**config.mk**
```make
export PLATFORM = sky130hd
export DESIGN_NAME = vim_top
export DESIGN_NICKNAME = d
export VERILOG_FILES = /design/src/vim_pkg.sv /design/src/vim_sel_if.sv /design/src/vim_prio_enc.sv /design/src/vim_top.sv
export SDC_FILE = /design/constraint.sdc
export NUM_CORES = 1
export LEC_CHECK = 0
export ABC_AREA = 0
export BUFFER_PORTS_ARGS = -buffer_cell sky130_fd_sc_hd__buf_2
export CORE_MARGIN = 3
export CORE_UTILIZATION = 43
export DETAILED_ROUTE_END_ITERATION = 16
export PLACE_DENSITY = 0.69
export SLEW_MARGIN = 10
export SYNTH_ARGS = -nofsm -noshare
export SYNTH_HDL_FRONTEND = slang
export SYNTH_SLANG_ARGS = --single-unit
```
**constraint.sdc**
```tcl
create_clock -name pclk -period 4.1 [get_ports pclk]
set_clock_uncertainty 0.05 [all_clocks]
set_input_delay 0.205 -clock pclk [delete_from_list [all_inputs] [get_ports pclk]]
set_output_delay 0.205 -clock pclk [all_outputs]
set_load 0.02 [all_outputs]
```
**src/vim_pkg.sv**
```systemverilog
// vim_pkg: shared constants for the vectored interrupt map
// assumes a 16-bit vector space at the top of memory, 32-bit apb data
package vim_pkg;
  // number of ranked slots; slot k sits at vector top - 2k
  localparam int unsigned VIM_SLOTS = 64;
  localparam logic [15:0] VIM_VEC_TOP = 16'hfffe;
  localparam logic [15:0] VIM_VEC_STEP = 16'h0002;
  localparam logic [15:0] VIM_VEC_BASE = 16'hff80;
  // slot indices of the documented sources
  localparam int unsigned VIM_S_RESET = 0;
  localparam int unsigned VIM_S_CLKMON = 1;
  localparam int unsigned VIM_S_WDOG = 2;
  localparam int unsigned VIM_S_TRAP = 3;
  localparam int unsigned VIM_S_SWTRAP = 4;
  localparam int unsigned VIM_S_XPIN = 5;
  localparam int unsigned VIM_S_FIRST_I = 6;
  localparam int unsigned VIM_S_TCH0 = 8;
  localparam int unsigned VIM_S_TOVF = 16;
  localparam int unsigned VIM_S_ACCA_OVF = 17;
  localparam int unsigned VIM_S_ACCA_EDGE = 18;
  localparam int unsigned VIM_S_SER0 = 20;
  localparam int unsigned VIM_S_SER1 = 21;
  localparam int unsigned VIM_S_PORTJ = 24;
  localparam int unsigned VIM_S_MODC = 26;
  localparam int unsigned VIM_S_ACCB_OVF = 27;
  localparam int unsigned VIM_S_NET_FIFO = 44;
  localparam int unsigned VIM_S_NET_GEN = 47;
  // reserved slots: ffbc, ff98-ff9f, ff80-ff8b
  localparam logic [63:0] VIM_RESERVED = 64'hfc0f_0002_0000_0000;
  // apb register byte offsets
  localparam logic [11:0] VIM_A_ELEV = 12'h000;
  localparam logic [11:0] VIM_A_TIMER_EN = 12'h004;
  localparam logic [11:0] VIM_A_MISC_EN = 12'h008;
  localparam logic [11:0] VIM_A_SER_EN = 12'h00c;
  localparam logic [11:0] VIM_A_NET_EN = 12'h010;
  localparam logic [11:0] VIM_A_BUF_EN = 12'h014;
  localparam logic [11:0] VIM_A_VECTOR = 12'h018;
  localparam logic [11:0] VIM_A_IRQ_STAT = 12'h01c;
  localparam logic [11:0] VIM_A_IRQ_MASK = 12'h020;
  // reset values
  localparam logic [7:0] VIM_ELEV_RST = 8'hf2;
  localparam logic [31:0] VIM_ZERO = 32'h0000_0000;
  // misc enable bit positions
  localparam int unsigned VIM_M_PIN = 0;
  localparam int unsigned VIM_M_TICK = 1;
  localparam int unsigned VIM_M_TOVF = 2;
  localparam int unsigned VIM_M_ACCA_OVF = 3;
  localparam int unsigned VIM_M_ACCA_EDGE = 4;
  localparam int unsigned VIM_M_MODC = 5;
  localparam int unsigned VIM_M_ACCB_OVF = 6;
  localparam int unsigned VIM_M_CLKMON = 7;
  localparam int unsigned VIM_M_FCLKMON = 8;
  localparam int unsigned VIM_M_SYNC = 9;
  localparam int unsigned VIM_M_FIFO = 10;
  localparam int unsigned VIM_M_SLMM = 11;
  localparam int unsigned VIM_MISC_W = 12;
  // port j pins that may interrupt
  localparam logic [7:0] VIM_PJ_LEGAL = 8'hc3;
endpackage

```
**src/vim_sel_if.sv**
```systemverilog
// vim_sel_if: carries ranked requests to the priority encoder and its answer back
// assumes one pclk domain
`timescale 1ns/1ps
interface vim_sel_if;
  logic [63:0] req;
  logic [5:0] elev_slot;
  logic elev_ok;
  logic hit;
  logic [5:0] slot;
  modport ctl (output req, output elev_slot, output elev_ok, input hit, input slot);
  modport enc (input req, input elev_slot, input elev_ok, output hit, output slot);
endinterface

```
**src/vim_prio_enc.sv**
```systemverilog
// vim_prio_enc: finds the highest-ranked pending slot, elevated slot wins among i-masked
// assumes req already gated by masks, enables and reserved map
`timescale 1ns/1ps
module vim_prio_enc
  import vim_pkg::*;
(
  // selection channel
  vim_sel_if.enc sel
);
  // lowest index is top rank; elevation only beats i-masked slots
  always_comb begin
    sel.hit = 1'b0;
    sel.slot = 6'h00;
    for (int k = VIM_SLOTS - 1; k >= 0; k--) begin
      if (sel.req[k]) begin
        sel.hit = 1'b1;
        sel.slot = 6'(k);
      end
    end
    if (sel.elev_ok && sel.req[sel.elev_slot] && sel.slot >= 6'(VIM_S_FIRST_I)) begin
      sel.slot = sel.elev_slot;
    end
  end
endmodule

```
**src/vim_top.sv**
```systemverilog
// vim_top: vector map with local enables, ccr masking, elevation and apb registers
// assumes event inputs are pclk-synchronous levels from peripherals; ccr bits from core
`timescale 1ns/1ps
module vim_top
  import vim_pkg::*;
(
  // clock and reset
  input wire logic pclk,
  input wire logic presetn,
  // apb slave
  input wire logic psel,
  input wire logic penable,
  input wire logic pwrite,
  input wire logic [11:0] paddr,
  input wire logic [31:0] pwdata,
  output logic [31:0] prdata,
  output logic pready,
  output logic pslverr,
  // core side
  input wire logic ccr_x,
  input wire logic ccr_i,
  input wire logic rst_por,
  input wire logic rst_clkmon,
  input wire logic rst_wdog,
  input wire logic trap_opcode,
  input wire logic software_trap,
  output logic vec_valid,
  output logic [15:0] vec_addr,
  // peripheral events
  input wire logic nonmaskable_pin_request,
  input wire logic pin_request,
  input wire logic tick_event,
  input wire logic [7:0] timer_ch_event,
  input wire logic timer_ovf_event,
  input wire logic acca_ovf_event,
  input wire logic acca_edge_event,
  input wire logic modc_event,
  input wire logic accb_ovf_event,
  input wire logic [7:0] port_j_event,
  input wire logic [3:0] ser0_event,
  input wire logic [3:0] ser1_event,
  input wire logic net_sync_event,
  input wire logic net_fifo_nonempty,
  input wire logic [15:0] net_buf_event,
  input wire logic [6:0] net_gen_event,
  input wire logic net_slmm_event,
  // interrupt out
  output logic irq
);
  // control registers
  logic [7:0] elev_q, elev_d;
  logic [7:0] timer_en_q, timer_en_d;
  logic [VIM_MISC_W-1:0] misc_en_q, misc_en_d;
  logic [15:0] ser_en_q, ser_en_d;
  logic [14:0] net_en_q, net_en_d;
  logic [15:0] buf_en_q, buf_en_d;
  logic [1:0] ist_q, ist_d;
  logic [1:0] imask_q, imask_d;
  logic [15:0] vec_q, vec_d;
  logic vval_q, vval_d;
  logic [31:0] rdata_q, rdata_d;
  logic [63:0] raw_req;
  logic [63:0] gated;
  logic [15:0] ev_vec;
  logic [5:0] ev_slot;
  logic ev_ok;
  logic wr_en;
  logic rd_en;
  logic mapped;
  vim_sel_if sel ();

  // slot to vector address; byte value to slot when legal
  function automatic logic [15:0] slot_vec(input logic [5:0] s);
    slot_vec = VIM_VEC_TOP - {9'h000, s, 1'b0};
  endfunction
  function automatic logic [5:0] byte_slot(input logic [7:0] b);
    logic [15:0] off;
    off = VIM_VEC_TOP - {8'hff, b};
    byte_slot = off[6:1];
  endfunction

  assign wr_en = psel && penable && pwrite;
  assign rd_en = psel && penable && !pwrite;
  assign pready = 1'b1;
  assign mapped = (paddr <= VIM_A_IRQ_MASK) && (paddr[1:0] == 2'b00);
  assign pslverr = psel && penable && !mapped;

  // per-source request before ccr masking
  always_comb begin
    raw_req = 64'h0;
    raw_req[VIM_S_RESET] = rst_por;
    raw_req[VIM_S_CLKMON] = rst_clkmon
      && (misc_en_q[VIM_M_CLKMON] || misc_en_q[VIM_M_FCLKMON]);
    raw_req[VIM_S_WDOG] = rst_wdog;
    raw_req[VIM_S_TRAP] = trap_opcode;
    raw_req[VIM_S_SWTRAP] = software_trap;
    raw_req[VIM_S_XPIN] = nonmaskable_pin_request
      || (net_sync_event && misc_en_q[VIM_M_SYNC]);
    raw_req[VIM_S_FIRST_I] = pin_request && misc_en_q[VIM_M_PIN];
    raw_req[VIM_S_FIRST_I + 1] = tick_event && misc_en_q[VIM_M_TICK];
    for (int c = 0; c < 8; c++) begin
      raw_req[VIM_S_TCH0 + c] = timer_ch_event[c] && timer_en_q[c];
    end
    raw_req[VIM_S_TOVF] = timer_ovf_event && misc_en_q[VIM_M_TOVF];
    raw_req[VIM_S_ACCA_OVF] = acca_ovf_event && misc_en_q[VIM_M_ACCA_OVF];
    raw_req[VIM_S_ACCA_EDGE] = acca_edge_event && misc_en_q[VIM_M_ACCA_EDGE];
    raw_req[VIM_S_SER0] = |(ser0_event & ser_en_q[3:0]);
    raw_req[VIM_S_SER1] = |(ser1_event & ser_en_q[11:8]);
    raw_req[VIM_S_PORTJ] = |(port_j_event & ser_en_q[15:8] & VIM_PJ_LEGAL);
    raw_req[VIM_S_MODC] = modc_event && misc_en_q[VIM_M_MODC];
    raw_req[VIM_S_ACCB_OVF] = accb_ovf_event && misc_en_q[VIM_M_ACCB_OVF];
    raw_req[VIM_S_NET_FIFO] = net_fifo_nonempty && misc_en_q[VIM_M_FIFO];
    raw_req[VIM_S_NET_GEN] = |(net_buf_event & buf_en_q)
      || |(net_gen_event & net_en_q[6:0])
      || (net_slmm_event && misc_en_q[VIM_M_SLMM]);
  end

  // ccr masking and reserved slots removed before ranking
  always_comb begin
    gated = raw_req & ~VIM_RESERVED;
    if (ccr_x) begin
      gated[VIM_S_XPIN] = 1'b0;
    end
    if (ccr_i) begin
      gated[VIM_SLOTS-1:VIM_S_FIRST_I] = '0;
    end
  end

  assign ev_slot = byte_slot(elev_q);
  // bytes below 80 would wrap into the slot range, so only the top half is legal
  assign ev_ok = (elev_q[0] == 1'b0) && (elev_q[7] == 1'b1)
    && (ev_slot >= 6'(VIM_S_FIRST_I))
    && !VIM_RESERVED[ev_slot];
  assign sel.req = gated;
  assign sel.elev_slot = ev_slot;
  assign sel.elev_ok = ev_ok;
  vim_prio_enc u_enc (
    .sel(sel)
  );
  assign ev_vec = slot_vec(sel.slot);

  // register writes, vector capture, sticky status and read data
  always_comb begin
    elev_d = elev_q;
    timer_en_d = timer_en_q;
    misc_en_d = misc_en_q;
    ser_en_d = ser_en_q;
    net_en_d = net_en_q;
    buf_en_d = buf_en_q;
    imask_d = imask_q;
    ist_d = ist_q;
    vec_d = sel.hit ? ev_vec : vec_q;
    vval_d = sel.hit;
    rdata_d = VIM_ZERO;
    if (wr_en) begin
      unique case (paddr)
        VIM_A_ELEV: elev_d = pwdata[7:0];
        VIM_A_TIMER_EN: timer_en_d = pwdata[7:0];
        VIM_A_MISC_EN: misc_en_d = pwdata[VIM_MISC_W-1:0];
        VIM_A_SER_EN: ser_en_d = pwdata[15:0];
        VIM_A_NET_EN: net_en_d = pwdata[14:0];
        VIM_A_BUF_EN: buf_en_d = pwdata[15:0];
        VIM_A_IRQ_MASK: imask_d = pwdata[1:0];
        default: ;
      endcase
    end
    if (rd_en) begin
      unique case (paddr)
        VIM_A_ELEV: rdata_d = {24'h0, elev_q};
        VIM_A_TIMER_EN: rdata_d = {24'h0, timer_en_q};
        VIM_A_MISC_EN: rdata_d = {20'h0, misc_en_q};
        VIM_A_SER_EN: rdata_d = {16'h0, ser_en_q};
        VIM_A_NET_EN: rdata_d = {17'h0, net_en_q};
        VIM_A_BUF_EN: rdata_d = {16'h0, buf_en_q};
        VIM_A_VECTOR: rdata_d = {15'h0, vval_q, vec_q};
        VIM_A_IRQ_STAT: begin
          rdata_d = {30'h0, ist_q};
          ist_d = 2'b00; // read clears
        end
        VIM_A_IRQ_MASK: rdata_d = {30'h0, imask_q};
        default: rdata_d = VIM_ZERO;
      endcase
    end
    // set beats read clear: bit0 new vector, bit1 elevated source served
    if (sel.hit && (!vval_q || ev_vec != vec_q)) begin
      ist_d[0] = 1'b1;
    end
    if (sel.hit && ev_ok && sel.slot == ev_slot) begin
      ist_d[1] = 1'b1;
    end
  end

  // registers; all controls to defaults on reset
  always_ff @(posedge pclk or negedge presetn) begin
    if (!presetn) begin
      elev_q <= VIM_ELEV_RST;
      timer_en_q <= '0;
      misc_en_q <= '0;
      ser_en_q <= '0;
      net_en_q <= '0;
      buf_en_q <= '0;
      imask_q <= '0;
      ist_q <= '0;
      vec_q <= VIM_VEC_TOP;
      vval_q <= 1'b0;
      rdata_q <= VIM_ZERO;
    end else begin
      elev_q <= elev_d;
      timer_en_q <= timer_en_d;
      misc_en_q <= misc_en_d;
      ser_en_q <= ser_en_d;
      net_en_q <= net_en_d;
      buf_en_q <= buf_en_d;
      imask_q <= imask_d;
      ist_q <= ist_d;
      vec_q <= vec_d;
      vval_q <= vval_d;
      rdata_q <= rdata_d;
    end
  end

  // read data comes straight from the registers during the access; rdata_q holds the last word for one cycle, then zero
  assign prdata = rd_en ? rdata_d : rdata_q;
  assign vec_valid = vval_q;
  assign vec_addr = vec_q;
  assign irq = |(ist_q & imask_q);

  // checks; vector numbers are written out so that a wrong slot index shows up
  reset_vec_top_a: assert property (@(posedge pclk) disable iff (!presetn)
    rst_por |=> vec_valid && vec_addr == 16'hfffe) else $error("reset vector wrong");
  xmask_block_a: assert property (@(posedge pclk) disable iff (!presetn)
    ccr_x && !(|raw_req[VIM_S_XPIN-1:0]) && !(|gated[VIM_SLOTS-1:VIM_S_FIRST_I])
    |=> !vec_valid) else $error("x mask leak");
  imask_block_a: assert property (@(posedge pclk) disable iff (!presetn)
    ccr_i && !(|raw_req[VIM_S_FIRST_I-1:0]) |=> !vec_valid) else $error("i mask leak");
  reserved_never_a: assert property (@(posedge pclk) disable iff (!presetn)
    vec_valid |-> !(vec_addr == 16'hffbc || (vec_addr >= 16'hff98 && vec_addr <= 16'hff9e)
    || vec_addr < 16'hff8c)) else $error("reserved vector produced");
  timer_ch_vec_a: assert property (@(posedge pclk) disable iff (!presetn)
    !(|raw_req[VIM_S_TCH0-1:0]) && !ccr_i && timer_ch_event[0] && timer_en_q[0]
    && !(ev_ok && gated[ev_slot]) |=> vec_addr == 16'hffee) else $error("timer ch0 vector");
  elev_wins_a: assert property (@(posedge pclk) disable iff (!presetn)
    !(|gated[VIM_S_FIRST_I-1:0]) && ev_ok && gated[ev_slot]
    |=> vec_addr == {8'hff, $past(elev_q)}) else $error("elevation ignored");
  top_rank_a: assert property (@(posedge pclk) disable iff (!presetn)
    sel.hit && !(ev_ok && gated[ev_slot]) |-> gated[sel.slot]
    && (sel.slot == 6'h00 || !(|(gated & ((64'h1 << sel.slot) - 64'h1)))))
    else $error("not top rank");
  hit_valid_a: assert property (@(posedge pclk) disable iff (!presetn)
    (|gated) |=> vec_valid) else $error("pending request not presented");
  ovf_enable_a: assert property (@(posedge pclk) disable iff (!presetn)
    !misc_en_q[VIM_M_TOVF] |-> !raw_req[VIM_S_TOVF]) else $error("overflow enable ignored");
  sync_gate_a: assert property (@(posedge pclk) disable iff (!presetn)
    !misc_en_q[VIM_M_SYNC] && !nonmaskable_pin_request |-> !raw_req[VIM_S_XPIN])
    else $error("sync enable ignored");
  portj_pins_a: assert property (@(posedge pclk) disable iff (!presetn)
    (port_j_event & VIM_PJ_LEGAL) == 8'h00 |-> !raw_req[VIM_S_PORTJ])
    else $error("port j bad pin");
  status_set_a: assert property (@(posedge pclk) disable iff (!presetn)
    sel.hit && !vval_q |=> ist_q[0]) else $error("new vector status lost");
  irq_level_a: assert property (@(posedge pclk) disable iff (!presetn)
    $rose(vec_valid) && imask_q[0] |-> irq) else $error("irq level");
  // each source checked below lands on its own vector; clock monitor, trap, software trap and tick are not covered here
  wdog_addr_a: assert property (@(posedge pclk) disable iff (!presetn)
    sel.hit && sel.slot == 6'(VIM_S_WDOG) |=> vec_addr == 16'hfffa)
    else $error("watchdog vector");
  xpin_addr_a: assert property (@(posedge pclk) disable iff (!presetn)
    sel.hit && sel.slot == 6'(VIM_S_XPIN) |=> vec_addr == 16'hfff4)
    else $error("x pin vector");
  pin_addr_a: assert property (@(posedge pclk) disable iff (!presetn)
    sel.hit && sel.slot == 6'(VIM_S_FIRST_I) |=> vec_addr == 16'hfff2)
    else $error("pin vector");
  tch7_addr_a: assert property (@(posedge pclk) disable iff (!presetn)
    sel.hit && sel.slot == 6'(VIM_S_TCH0 + 7) |=> vec_addr == 16'hffe0)
    else $error("timer ch7 vector");
  tovf_addr_a: assert property (@(posedge pclk) disable iff (!presetn)
    sel.hit && sel.slot == 6'(VIM_S_TOVF) |=> vec_addr == 16'hffde)
    else $error("timer overflow vector");
  acca_ovf_addr_a: assert property (@(posedge pclk) disable iff (!presetn)
    sel.hit && sel.slot == 6'(VIM_S_ACCA_OVF) |=> vec_addr == 16'hffdc)
    else $error("accumulator a overflow vector");
  acca_edge_addr_a: assert property (@(posedge pclk) disable iff (!presetn)
    sel.hit && sel.slot == 6'(VIM_S_ACCA_EDGE) |=> vec_addr == 16'hffda)
    else $error("accumulator a edge vector");
  modc_addr_a: assert property (@(posedge pclk) disable iff (!presetn)
    sel.hit && sel.slot == 6'(VIM_S_MODC) |=> vec_addr == 16'hffca)
    else $error("modulus vector");
  accb_addr_a: assert property (@(posedge pclk) disable iff (!presetn)
    sel.hit && sel.slot == 6'(VIM_S_ACCB_OVF) |=> vec_addr == 16'hffc8)
    else $error("accumulator b vector");
  ser0_addr_a: assert property (@(posedge pclk) disable iff (!presetn)
    sel.hit && sel.slot == 6'(VIM_S_SER0) |=> vec_addr == 16'hffd6)
    else $error("serial 0 vector");
  ser1_addr_a: assert property (@(posedge pclk) disable iff (!presetn)
    sel.hit && sel.slot == 6'(VIM_S_SER1) |=> vec_addr == 16'hffd4)
    else $error("serial 1 vector");
  portj_addr_a: assert property (@(posedge pclk) disable iff (!presetn)
    sel.hit && sel.slot == 6'(VIM_S_PORTJ) |=> vec_addr == 16'hffce)
    else $error("port j vector");
  netgen_addr_a: assert property (@(posedge pclk) disable iff (!presetn)
    sel.hit && sel.slot == 6'(VIM_S_NET_GEN) |=> vec_addr == 16'hffa0)
    else $error("network general vector");
  fifo_addr_a: assert property (@(posedge pclk) disable iff (!presetn)
    sel.hit && sel.slot == 6'(VIM_S_NET_FIFO) |=> vec_addr == 16'hffa6)
    else $error("network fifo vector");
endmodule

```
# Word level (Yosys, flattened, before mapping)
# Memory sizes are Yosys's and may differ from the RTL's.
# Cells that the tools add are included.
[totals]
latch_bits = 0
in_bits = 114
output_inout_bits = 52
memories = 1
mem_bits_ro = 64
ram_bits = 0
reg_bits = 128
[mem_list]
columns = ["memory", "words", "word_bits", "rd", "rd_clocked_by_memory_dff", "write_ports", "line", "text"]
rows = [
  ["(name not given)", 64, 1, 1, 0, 0, "vim_top.sv:133", "&& !VIM_RESERVED[ev_slot];"],
]
[op_classes]
n_addsub = 2
n_eq_ne = 10
shifts = 0
n_mul = 0
bitwise = 7
div = 0
order_cmp = 4
mux = 141
reduce_logical = 62
[op_table]
columns = ["op", "count"]
rows = [
  ["2-to-1 mux 6 bit", 65],
  ["case mux 17 bit (9 select lines)", 1],
  ["2-to-1 mux 1 bit", 69],
  ["== test 12 x 5 -> 1 bit (second input constant)", 4],
  ["2-to-1 mux 42 bit", 1],
  ["logical AND 1 bit", 32],
  ["2-to-1 mux 32 bit", 1],
  ["== test 12 x 4 -> 1 bit (second input constant)", 2],
  ["AND reduction 2 bit", 9],
  ["2-to-1 mux 17 bit", 1],
  ["AND 16 bit", 1],
  ["inequality test 16 bit", 1],
  ["OR reduction 16 bit", 1],
  ["== test 12 x 3 -> 1 bit (second input constant)", 1],
  ["== test 12 x 6 -> 1 bit (second input constant)", 1],
  [">= comparator 6 x 3 -> 1 bit (second input constant)", 2],
  ["<= comparator 12 x 6 -> 1 bit (second input constant)", 1],
  ["zero test 12 bit", 1],
  ["OR reduction 4 bit", 3],
  ["subtractor 2 x 8 -> 9 bit (first input constant)", 1],
  ["AND 4 bit", 2],
  ["AND 8 bit", 1],
  ["nonzero test 2 bit", 4],
  ["AND 7 bit", 1],
  ["other kinds (12)", 20],
]

# Logic depth before layout (Yosys ltp)
# Gate-level depths: netlist (run 1).
[depth]
depth_word = 73
depth_mapped = 13

# Modules after synthesis
# Synthesis (run 1) repeated with hierarchy kept, for this count alone.
[hier_totals]
hier_cells = 741
hier_area_um2 = 7399.6
[modules_own_cells]
columns = ["module", "seq_area_each_um2", "instances", "cells_per_inst", "area_per_inst_um2"]
rows = [
  ["vim_top", 2591.2, 1, 536, 5859.4],
  ["vim_prio_enc", 0.0, 1, 205, 1540.2],
]

# Worst setup path before layout (run 1)
# No wires, ideal clock.
[synth_timing]
kind = "register to register"
startpoint = "register elev_q[1]"
endpoint = "register ist_q[0]"
path_stages_with_launch = 12
slack_ns = 1.133
path_buffers = 1
t_arrival_ns = 2.784
setup_time_ns = 0.133
path_cell_list = "dfstp_2 > ha_1 > xor2_1 > mux4_2 > o21ai_0 > nor3_2 > o21ai_2 > buf_6 > mux2i_1 > nor4_1 > nor4_1 > a31oi_1"
[synth_via]
elab_chain_len = 14
elab_cells_between_ends = 20
[synth_rtl]
columns = ["item", "line", "text"]
rows = [
  ["start: declaration", "vim_top.sv:51", "logic [7:0] elev_q, elev_d;"],
  ["start signal: assignment", "vim_top.sv:208", "elev_q <= elev_d;"],
  ["subtractor 2 x 7 -> 7 bit (*)", "vim_top.sv:78", "off = VIM_VEC_TOP - {8'hff, b};"],
  ["memory (64 x 1 bit)", "n/a", ""],
  ["2-to-1 mux 1 bit (not written as such)", "vim_top.sv:133", ""],
  ["zero test 1 bit", "vim_top.sv:133", ""],
  ["logical AND 1 bit", "vim_top.sv:133", ""],
  ["logical AND 1 bit (2 in series)", "vim_prio_enc.sv:20", "if (sel.elev_ok && sel.req[sel.elev_slot] && sel.slot >= 6'(VIM_S_FIRST_I)) begin"],
  ["2-to-1 mux 6 bit (*)", "vim_prio_enc.sv:20", ""],
  ["subtractor 2 x 8 -> 9 bit (*)", "vim_top.sv:74", "slot_vec = VIM_VEC_TOP - {9'h000, s, 1'b0};"],
  ["inequality test 16 bit (*)", "vim_top.sv:185", "if (sel.hit && (!vval_q || ev_vec != vec_q)) begin"],
  ["logical OR 1 bit (*)", "vim_top.sv:185", ""],
  ["logical AND 1 bit (*)", "vim_top.sv:185", ""],
  ["nonzero test 2 bit (no line)", "n/a", ""],
  ["AND reduction 2 bit (no line)", "n/a", ""],
  ["end signal: assignment", "vim_top.sv:215", "ist_q <= ist_d;"],
  ["end: declaration", "vim_top.sv:57", "logic [1:0] ist_q, ist_d;"],
]
# Mark *: on every way between the ends. The rest lies on a longest branch, timed or not. The select of a mux whose other input is x is not followed.
# A chain may end at the register's enable or synchronous reset.

# Worst setup path after layout (run 1)
# Same ends and word-level chain as after synthesis.

==> results of run 1 <==
[worst max path at each step]
stage / start / to / slack (ps) / depth (start not counted)
final: elev_q[1] / ist_q[0] / 380 / 12
after global routing: elev_q[1] / ist_q[0] / 120 / 12
after floorplan: elev_q[1] / ist_q[0] / 1130 / 11
after global placement: elev_q[1] / ist_q[0] / 520 / 12
after detailed placement: elev_q[1] / ist_q[0] / 430 / 12
after CTS: elev_q[1] / ist_q[0] / 450 / 12
[cell type report]
cell class                      count  share of cell area
Multi-Input combinational cell    483               0.483
Sequential cell                   103               0.350
Timing Repair Buffer              128              0.0903
Tap cell                          184              0.0311
Clock buffer                       10              0.0309
Clock inverter                      6              0.0117
Inverter                            5             0.00254
[cells in the mapped netlist (4+ instances only)]
cell	instances
dfrtp_1	92
mux2_2	85
nand2_1	65
nor2_1	37
buf_4	28
o21ai_0	22
a21o_1	20
clkbuf_1	19
a21oi_1	18
nor3_1	14
a22oi_1	13
nand3_1	12
dfstp_2	11
a31oi_1	9
a221oi_1	8
nand4_1	8
buf_2	7
mux2i_1	7
mux4_2	7
nor4_1	7
a222oi_1	6
nand2b_1	6
xor2_1	6
a211o_1	5
and3_1	5
inv_1	5
o21a_1	5
or2_2	5
a211oi_1	4
a221oi_2	4
a22o_1	4
nand4b_1	4
o21ai_1	4
[registers in the layout, summed over array words and instances, names as in the netlist]
signal,cells
buf_en_q,16
elev_q,8
imask_q,2
ist_q,2
misc_en_q,12
net_en_q,15
rdata_q,17
ser_en_q,16
timer_en_q,8
vec_addr,6
vec_valid,1
[cells by family after synthesis]
| logic type | Yosys count |
|---|---|
| xor gates and xnor gates | 10 |
| buffers and inverters | 64 |
| DFF | 103 |
| and+or+nand+nor | 184 |
| other | 2 |
| adders and majority gates | 1 |
| AOI/OAI and AO/OA | 163 |
| muxes | 99 |
[per-stage QoR]
stage	worst slack, ps	hold WS [ps]
floorplan	1130	-141
global placement	523	302
detailed placement	435	316
CTS	451	46.5
global route	121	56.4
finish	380	56.3
[per-layer routing]
layer  vias to the layer above  wire [um]  track usage
li1                       2549          -            -
met4                         0        694       0.0868
met2                       275       9090        0.367
met1                      2749       8290        0.325
met3                        47       1880       0.0610
met5                         -          0            0
[worst max-delay path, cell delays in order (launching register included)]
cell	delay, ps
dfstp_2	620
ha_1	530
xor2_1	290
buf_4	230
nand4_1	110
a31oi_1	200
o21ai_1	90
a221oi_2	330
o21ai_2	200
nor4_2	390
nor4_1	100
nor4_1	310
a31oi_1	130
[power breakdown]
| group | switching [mW] | internal, mW |
|---|---|---|
| Clock | 0.372 | 0.534 |
| Combinational | 0.117 | 0.0586 |
| Sequential | 0.00624 | 1.02 |
| Total | 0.496 | 1.61 |
==> flow_summary_export.csv, run 1 <==
group,metric,value,unit
global_routing,grt_max_degree,69,
finish,fillCellCount,1314,
clock_network,cts_resized,0,
route,wire_per_inst,21.7,um
synthesis,synth-xor-area-share,0.0148,
synthesis,ys_warn_count,0,
clock_network,cts.sink_count,103,
global_routing,overflow,0,
finish,syn2layout_area_growth,14.9,%
floorplanning,die_h,128,um
finish,multi_input_area,0.00358,mm2
sta,finalHoldViolCount,0,
critical_path,critPathArrivalTime,3890,ps
route,via_per_inst,6.12,
sta,layout_min_cycle_time,3720,ps
sta,fin_crit_sh,0.907,
synthesis,synth_compound_area_frac,0.193,
pwr,p_leak,3.51,nW
floorplanning,die-width,128,um
pwr,vdd_drop_max,0.318,mV
clock_network,postCtsSetupBuffers,0,
placed_design,hpwl,15100,um
synthesis,synth_edf_count,0,
outcome,status,"finished, final reports clean",
global_routing,grt_antenna_before_repair,0,
clock_network,worstSkewPairLatency,350,ps
critical_path,startpoint_type,"flop",
sta,rsz0062_at_grt,"false",
global_routing,grt_usage,0.238,
finish,drive_gt1_frac,0.371,
clock_network,root_buffer,"clkbuf_16",
hold_path,hp-start,"pwdata[15]",
global_routing,grt_pass1_vias,5401,
synthesis,muxShareOfSynthArea,0.184,
finish,layout_common_cells,"buf_2 (118), dfrtp_1 (92), mux2_2 (85)",
finish,layout_commonest_cell,"buf_2",
critical_path,rrSetupSlack,380,ps
synthesis,synth_top_family_by_area,"compound AO/OA/AOI/OAI gates",
synthesis,synth_top_area_frac,0.357,
route,drtIter0Drc,632,
clock_network,cts_buffers,9,
job,drv_cap,0,
floorplanning,start_util,0.442,
global_routing,grt_pass1_wl,30200,um
clock_network,htree_levels,3,
clock_network,cts_tree,"built",
finish,num_antenna_cells,0,
route,totalWireLength,20000,um
hold_path,hold_class,"in2reg",
critical_path,rr_endpoint,"ist_q[0]",
synthesis,synth_cell_types,75,
critical_path,rr_startpoint,"elev_q[1]",
finish,final_util,0.507,
synthesis,netlist_instances,626,
synthesis,synthAdderAreaFrac,0.00194,
sta,max_clock_freq,0.269,GHz
synthesis,synth-simple-area-share,0.146,
finish,nNetsFinal,845,
floorplanning,core,0.0146,mm2
placed_design,gp_congestion,0.938,
floorplanning,rows,44,
hold_path,hold_depth,2,
route,dr.pass1.iters,5,
sta,drv_slew,0,
sta,setup_violations,0,
pwr,finalPower,2.11,mW
floorplanning,ios,166,
finish,final-seq-area,0.00259,mm2
finish,layout.cells.non_filler,919,
synthesis,yosysTopAreaCell,"dfrtp_1",
placed_design,io_buffer_count,119,
critical_path,end_kind,"flop",
synthesis,synth_top_flop_cell,"dfrtp_1",
route,drc,0,
synthesis,synth.area.top_cells,"dfrtp_1 (36%), mux2_2 (15%), dfstp_2 (4.5%), nand2_1 (3.8%), buf_4 (3.3%)",
sta,finalSetupTns,0,ps
synthesis,ys_seq_area_frac,0.402,
synthesis,synth.avg_cell_area,10.3,um2
pwr,p_per_area,285,mW/mm2
clock_network,max-clock-path-buffers,2,
route,ant_nets,0,
critical_path,worstRegToRegCells,12,
sta,slew-limit-headroom,0.170,
hold_path,hold_end,"ser_en_q[15]",
synthesis,ys_ff_latch,103,
floorplanning,dieArea,0.0165,mm2
placed_design,dp.cells,902,
finish,finalInstanceArea,0.00740,mm2
critical_path,required,4270,ps
synthesis,syn_area,0.00644,mm2
critical_path,path_max_fanout,14,
synthesis,async_reset_ff_frac,1.00,
clock_network,holdBufCountCts,1,
clock_network,clk_pin_slew,70,ps
route,vias,5620,
critical_path,crit_type,"reg2reg",
sta,max_slew.worst_pin.slew,1230,ps
placed_design,dpl_cell_area,0.00707,mm2
(Power assumes the default switching activity.)
==> run 2: changes to the inputs <==
--- a/config.mk
+++ b/config.mk
@@ -7,7 +7,7 @@
 export LEC_CHECK = 0
 export ABC_AREA = 0
 export BUFFER_PORTS_ARGS = -buffer_cell sky130_fd_sc_hd__buf_2
-export CORE_MARGIN = 3
+export CORE_MARGIN = 4
 export CORE_UTILIZATION = 43
 export DETAILED_ROUTE_END_ITERATION = 16
 export PLACE_DENSITY = 0.69
==> flow_summary_export.csv, run 2 (synthesis gave the netlist of run 1 again) <==
group,metric,value,unit
critical_path,rr_endpoint,"ist_q[0]",
global_routing,use_met2,0.357,
sta,fin_hold_ws,56.2,ps
pwr,clkPwrFrac,0.418,
route,dr.pass1.iters,5,
floorplanning,ios,166,
sta,drv_slew,0,
finish,nNetsFinal,844,
global_routing,grt_usage,0.230,
floorplanning,start_util,0.442,
placed_design,io_buffer_count,119,
clock_network,worstSkewPairLatency,340,ps
outcome,status,"finished, final reports clean",
pwr,power.switching,484,uW
global_routing,grt_antenna_before_repair,1,
hold_path,hold_class,"in2reg",
floorplanning,die-width,130,um
route,via_per_inst,6.13,
floorplanning,rows,44,
pwr,vdd_drop_max,0.227,mV
finish,drive_gt1_frac,0.369,
clock_network,root_buffer,"clkbuf_16",
global_routing,use_met3,0.0419,
clock_network,htree_levels,3,
critical_path,worstRegToRegCells,10,
finish,syn2layout_area_growth,14.6,%
sta,fin_crit_sh,0.930,
finish,layout_common_cells,"buf_2 (118), dfrtp_1 (92), mux2_2 (85)",
pwr,comb_power_share,0.086,
sta,layout_min_cycle_time,3810,ps
clock_network,cts_buffers,9,
critical_path,rr_startpoint,"elev_q[1]",
placed_design,gp_congestion,0.932,
pwr,p_int,1.59,mW
clock_network,cts.sink_count,103,
critical_path,rrSetupSlack,290,ps
sta,max_slew.worst_pin.slew,1120,ps
placed_design,dp.cells,901,
pwr,p_sw_frac,0.234,
placed_design,hpwl,15200,um
pwr,p_leak,3.50,nW
critical_path,critPathArrivalTime,3970,ps
clock_network,cts_tree,"built",
critical_path,crit_type,"reg2reg",
critical_path,startpoint_type,"flop",
route,drtIter0Drc,597,
floorplanning,dieArea,0.0170,mm2
clock_network,max-clock-path-buffers,2,
pwr,finalPower,2.07,mW
floorplanning,core,0.0146,mm2
route,wire_per_inst,21.8,um
sta,finalSetupTns,0,ps
sta,rsz0062_at_grt,"false",
critical_path,required,4260,ps
global_routing,grt_pass1_wl,29600,um
critical_path,path_max_fanout,14,
finish,top_regs,"rdata_q: 17 flops, buf_en_q: 16 flops, ser_en_q: 16 flops",
clock_network,cts_resized,0,
pwr,p_per_area,280,mW/mm2
global_routing,grt.busiest_layer,"met2",
finish,layout_commonest_cell,"buf_2",
sta,setup_violations,0,
route,vias,5631,
job,drv_cap,0,
pwr,power.share.sequential,0.496,
route,drc,0,
hold_path,hp-start,"pwdata[15]",
hold_path,hold_end,"ser_en_q[15]",
global_routing,grt_max_degree,72,
critical_path,end_kind,"flop",
route,totalWireLength,20000,um
finish,largest_reg_flops,17,
critical_path,crit_start,"elev_q[1]",
sta,finalHoldViolCount,0,
finish,layout.cells.non_filler,919,
sta,slew-limit-headroom,0.245,
hold_path,hold_depth,2,
finish,regMostFlops,"rdata_q",
route,ant_nets,0,
global_routing,grt_pass1_vias,5215,
global_routing,overflow,0,
floorplanning,die_h,130,um
global_routing,use_met1,0.330,
clock_network,postCtsSetupBuffers,0,
clock_network,clk_pin_slew,70,ps
sta,max_clock_freq,0.262,GHz
-- run 2: stage by stage --
stage,area (um2),setup slack (ps),utilization
final,7380,287,0.506
after global routing,7380,19.3,0.506
after CTS,7380,316,0.506
after detailed placement,7070,323,0.484
after global placement,7070,417,0.484
after floorplan,6530,1130,-
-- run 2: power groups by stage --
stage	sequential [mW]	clock (mW)	combinational [mW]
after CTS	1.03	0.877	0.176
final	1.03	0.866	0.177
after detailed placement	1.05	0	0.175
after global placement	1.05	0	0.171
after floorplan	1.05	0	0.0928
after global routing	1.03	0.918	0.194
-- run 2: critical path: stages (launching register included) --
cell	delay, ps
dfstp_2	630
ha_1	490
xor2_1	290
mux4_2	540
o21ai_0	220
nor3_2	80
o21ai_2	520
mux2i_1	350
nor4_1	90
nor4_1	280
a31oi_1	130
-- run 2: layout make-up --
cell class | count | area [um2]
fill | 1309 | 7210
multi-input combinational | 483 | 3580
sequential | 103 | 2590
timing repair buffer | 127 | 661
clock buffer | 13 | 260
tap | 184 | 230
clock inverter | 3 | 42.5
inverter | 5 | 18.8
antenna | 1 | 2.50
-- run 2: how the worst max path moves through the flow --
stage / end / slack (ps) / depth (start not counted)
6_report: ist_q[0] / 290 / 10
5_1_grt: ist_q[0] / 20 / 12
4_1_cts: ist_q[0] / 320 / 10
3_5_place_dp: ist_q[0] / 320 / 10
3_3_place_gp: ist_q[0] / 420 / 10
2_1_floorplan: ist_q[0] / 1130 / 11
-- run 2: layer usage --
metal  wire length (um)  part of all wire  vias up
li1                   -                 -     2531
met1               8420              0.42     2751
met2               9270              0.46      313
met3               1760             0.088       36
met4                596             0.030        0
met5                  0                 0        -
-- run 2: timing repair --
action / CTS / global route
hold buffers: 1 / 0
endpoints found under the hold margin: 64 / 0
endpoints found under the setup margin: 0 / 0
==> run 3: changes to the inputs <==
--- a/config.mk
+++ b/config.mk
@@ -9,8 +9,10 @@
 export BUFFER_PORTS_ARGS = -buffer_cell sky130_fd_sc_hd__buf_2
 export CORE_MARGIN = 4
 export CORE_UTILIZATION = 43
+export CTS_BUF_LIST = sky130_fd_sc_hd__clkbuf_8
 export DETAILED_ROUTE_END_ITERATION = 16
 export PLACE_DENSITY = 0.69
+export RECOVER_POWER = 100
 export SLEW_MARGIN = 10
 export SYNTH_ARGS = -nofsm -noshare
 export SYNTH_HDL_FRONTEND = slang
==> flow_summary_export.csv, run 3 (synthesis gave the netlist of run 1 again) <==
group,metric,value,unit
floorplanning,die-width,130,um
critical_path,cpMaxStageDelayCell,"dfstp_2",
finish,layout_commonest_cell,"buf_2",
placed_design,hpwl,15200,um
critical_path,timing.critical_path.mode_cell,"nor4_1",
critical_path,path_max_fanout,14,
clock_network,clk_pin_slew,100,ps
critical_path,crit_start,"elev_q[1]",
pwr,clkPwrFrac,0.350,
placed_design,gp_congestion,0.932,
route,wl_met2,9280,um
route,totalWireLength,20100,um
outcome,status,"finished, violations left",
pwr,power.switching,460,uW
sta,setup_violations,0,
floorplanning,core,0.0146,mm2
clock_network,cts.sink_count,103,
floorplanning,ios,166,
floorplanning,die_h,130,um
clock_network,cts_buffers,9,
global_routing,grt_usage,0.229,
pwr,comb_power_share,0.095,
sta,slew-limit-headroom,-0.237,
critical_path,crit_chain,"ha_1, xor2_1, mux4_2, o21ai_0, nor3_2, o21ai_2, mux2i_1, nor4_1, nor4_1, a31oi_1",
sta,finalHoldViolCount,0,
sta,rsz0062_at_grt,"false",
pwr,finalPower,1.85,mW
sta,layout_min_cycle_time,3830,ps
clock_network,max-clock-path-buffers,2,
finish,regMostFlops,"rdata_q",
finish,drive_gt1_frac,0.322,
pwr,p_sw_frac,0.249,
clock_network,worstSkewPairLatency,370,ps
critical_path,end_kind,"flop",
clock_network,cts_tree,"built",
pwr,power.share.sequential,0.555,
pwr,vdd_drop_max,0.198,mV
global_routing,grt_pass1_wl,29600,um
sta,max_clock_freq,0.261,GHz
finish,top_regs,"rdata_q: 17 flops, buf_en_q: 16 flops, ser_en_q: 16 flops",
hold_path,hp-start,"pwdata[15]",
outcome,violations,"max-capacitance violations, max-slew violations",
finish,largest_reg_flops,17,
job,drv_cap,5,
route,dr.pass1.iters,5,
clock_network,cts_resized,0,
route,drtIter0Drc,617,
pwr,p_per_area,256,mW/mm2
critical_path,startpoint_type,"flop",
hold_path,hold_class,"in2reg",
pwr,p_int,1.39,mW
critical_path,max_stage_delay,640,ps
route,drc,0,
clock_network,root_buffer,"clkbuf_8",
sta,drv_slew,142,
finish,syn2layout_area_growth,12.1,%
global_routing,grt_antenna_before_repair,1,
sta,max_slew.worst_pin.slew,1840,ps
route,wire_per_inst,21.9,um
critical_path,required,4290,ps
floorplanning,start_util,0.442,
route,routed.top_layer,"met4",
critical_path,rr_startpoint,"elev_q[1]",
sta,fin_crit_sh,0.934,
route,ant_nets,0,
floorplanning,rows,44,
finish,nNetsFinal,844,
route,wl_met1,8640,um
critical_path,cp_top_family,"multiplexers",
clock_network,htree_levels,3,
sta,finalSetupTns,0,ps
route,route.met3.wl,1650,um
route,via_per_inst,6.11,
pwr,p_leak,3.36,nW
global_routing,grt_pass1_vias,5224,
critical_path,cp_num_buf_inv,0,
critical_path,crit_type,"reg2reg",
finish,layout_common_cells,"buf_2 (98), dfrtp_1 (92), mux2_2 (83)",
route,vias,5613,
global_routing,grt_max_degree,72,
global_routing,overflow,0,
placed_design,io_buffer_count,119,
critical_path,critPathArrivalTime,4020,ps
floorplanning,dieArea,0.0170,mm2
[run 3: cell count changes in the layout (fill, tap and decap cells not counted), moves of 6 or more]
cell / previous run / this run
buf_2: 118 / 98
clkbuf_1: 2 / 23
clkbuf_16: 9 / 0
clkbuf_8: 2 / 11
dfstp_1: 0 / 6
dfstp_2: 11 / 5
[run 3: path summary, 6_finish.rpt]
| path | to | slack (ps) | cells past startpoint |
|---|---|---|---|
| setup / recovery | ist_q[0] | 270 | 10 |
| setup reg to reg | ist_q[0] | 270 | 10 |
| min in group asynchronous | rdata_q[8] | 780 | 2 |
| max in group asynchronous | buf_en_q[6] | 810 | 3 |
| hold reg to reg | net_en_q[7] | 470 | 1 |
| hold / removal | ser_en_q[15] | 20 | 2 |
[run 3: power groups by stage]
stage,Clock [mW],Sequential [mW],Combinational (mW)
finish,0.646,1.03,0.176
global route,0.691,1.03,0.192
CTS,0.660,1.03,0.176
detailed placement,0,1.05,0.175
global placement,0,1.05,0.171
floorplan,0,1.05,0.0928
[run 3: per-stage QoR]
| stage | hold slack, ps | cells | area (um2) | setup slack [ps] | utilization |
|---|---|---|---|---|---|
| 2_1_floorplan | -141 | 650 | 6530 | 1130 | - |
| 3_5_place_dp | 331 | 901 | 7070 | 323 | 0.484 |
| 5_1_grt | 20.8 | 919 | 7220 | 18.5 | 0.495 |
| 3_3_place_gp | 318 | 901 | 7070 | 417 | 0.484 |
| 4_1_cts | 12.5 | 918 | 7280 | 314 | 0.499 |
| 6_report | 24.1 | 919 | 7220 | 270 | 0.495 |
[run 3: cell type report]
type	count	area, um2
diodes	1	2.50
clock buffers	11	151
clock inverters	5	50.0
fillers	1351	7370
inverters	5	18.8
multi-input cells	483	3550
flip-flops and latches	103	2590
well taps	184	230
repair buffers	127	622
[run 3: per-layer routing]
| metal | up-vias | global-route usage |
|---|---|---|
| li1 | 2531 | - |
| met1 | 2770 | 0.326 |
| met2 | 276 | 0.357 |
| met3 | 36 | 0.0459 |
| met4 | 0 | 0.0708 |
| met5 | - | 0 |
[run 3: repair_timing]
action	4_1_cts	5_1_grt
endpoints found under the hold margin	64	0
setup endpoints to repair	0	0
buffers inserted	0	0
hold buffers	1	0
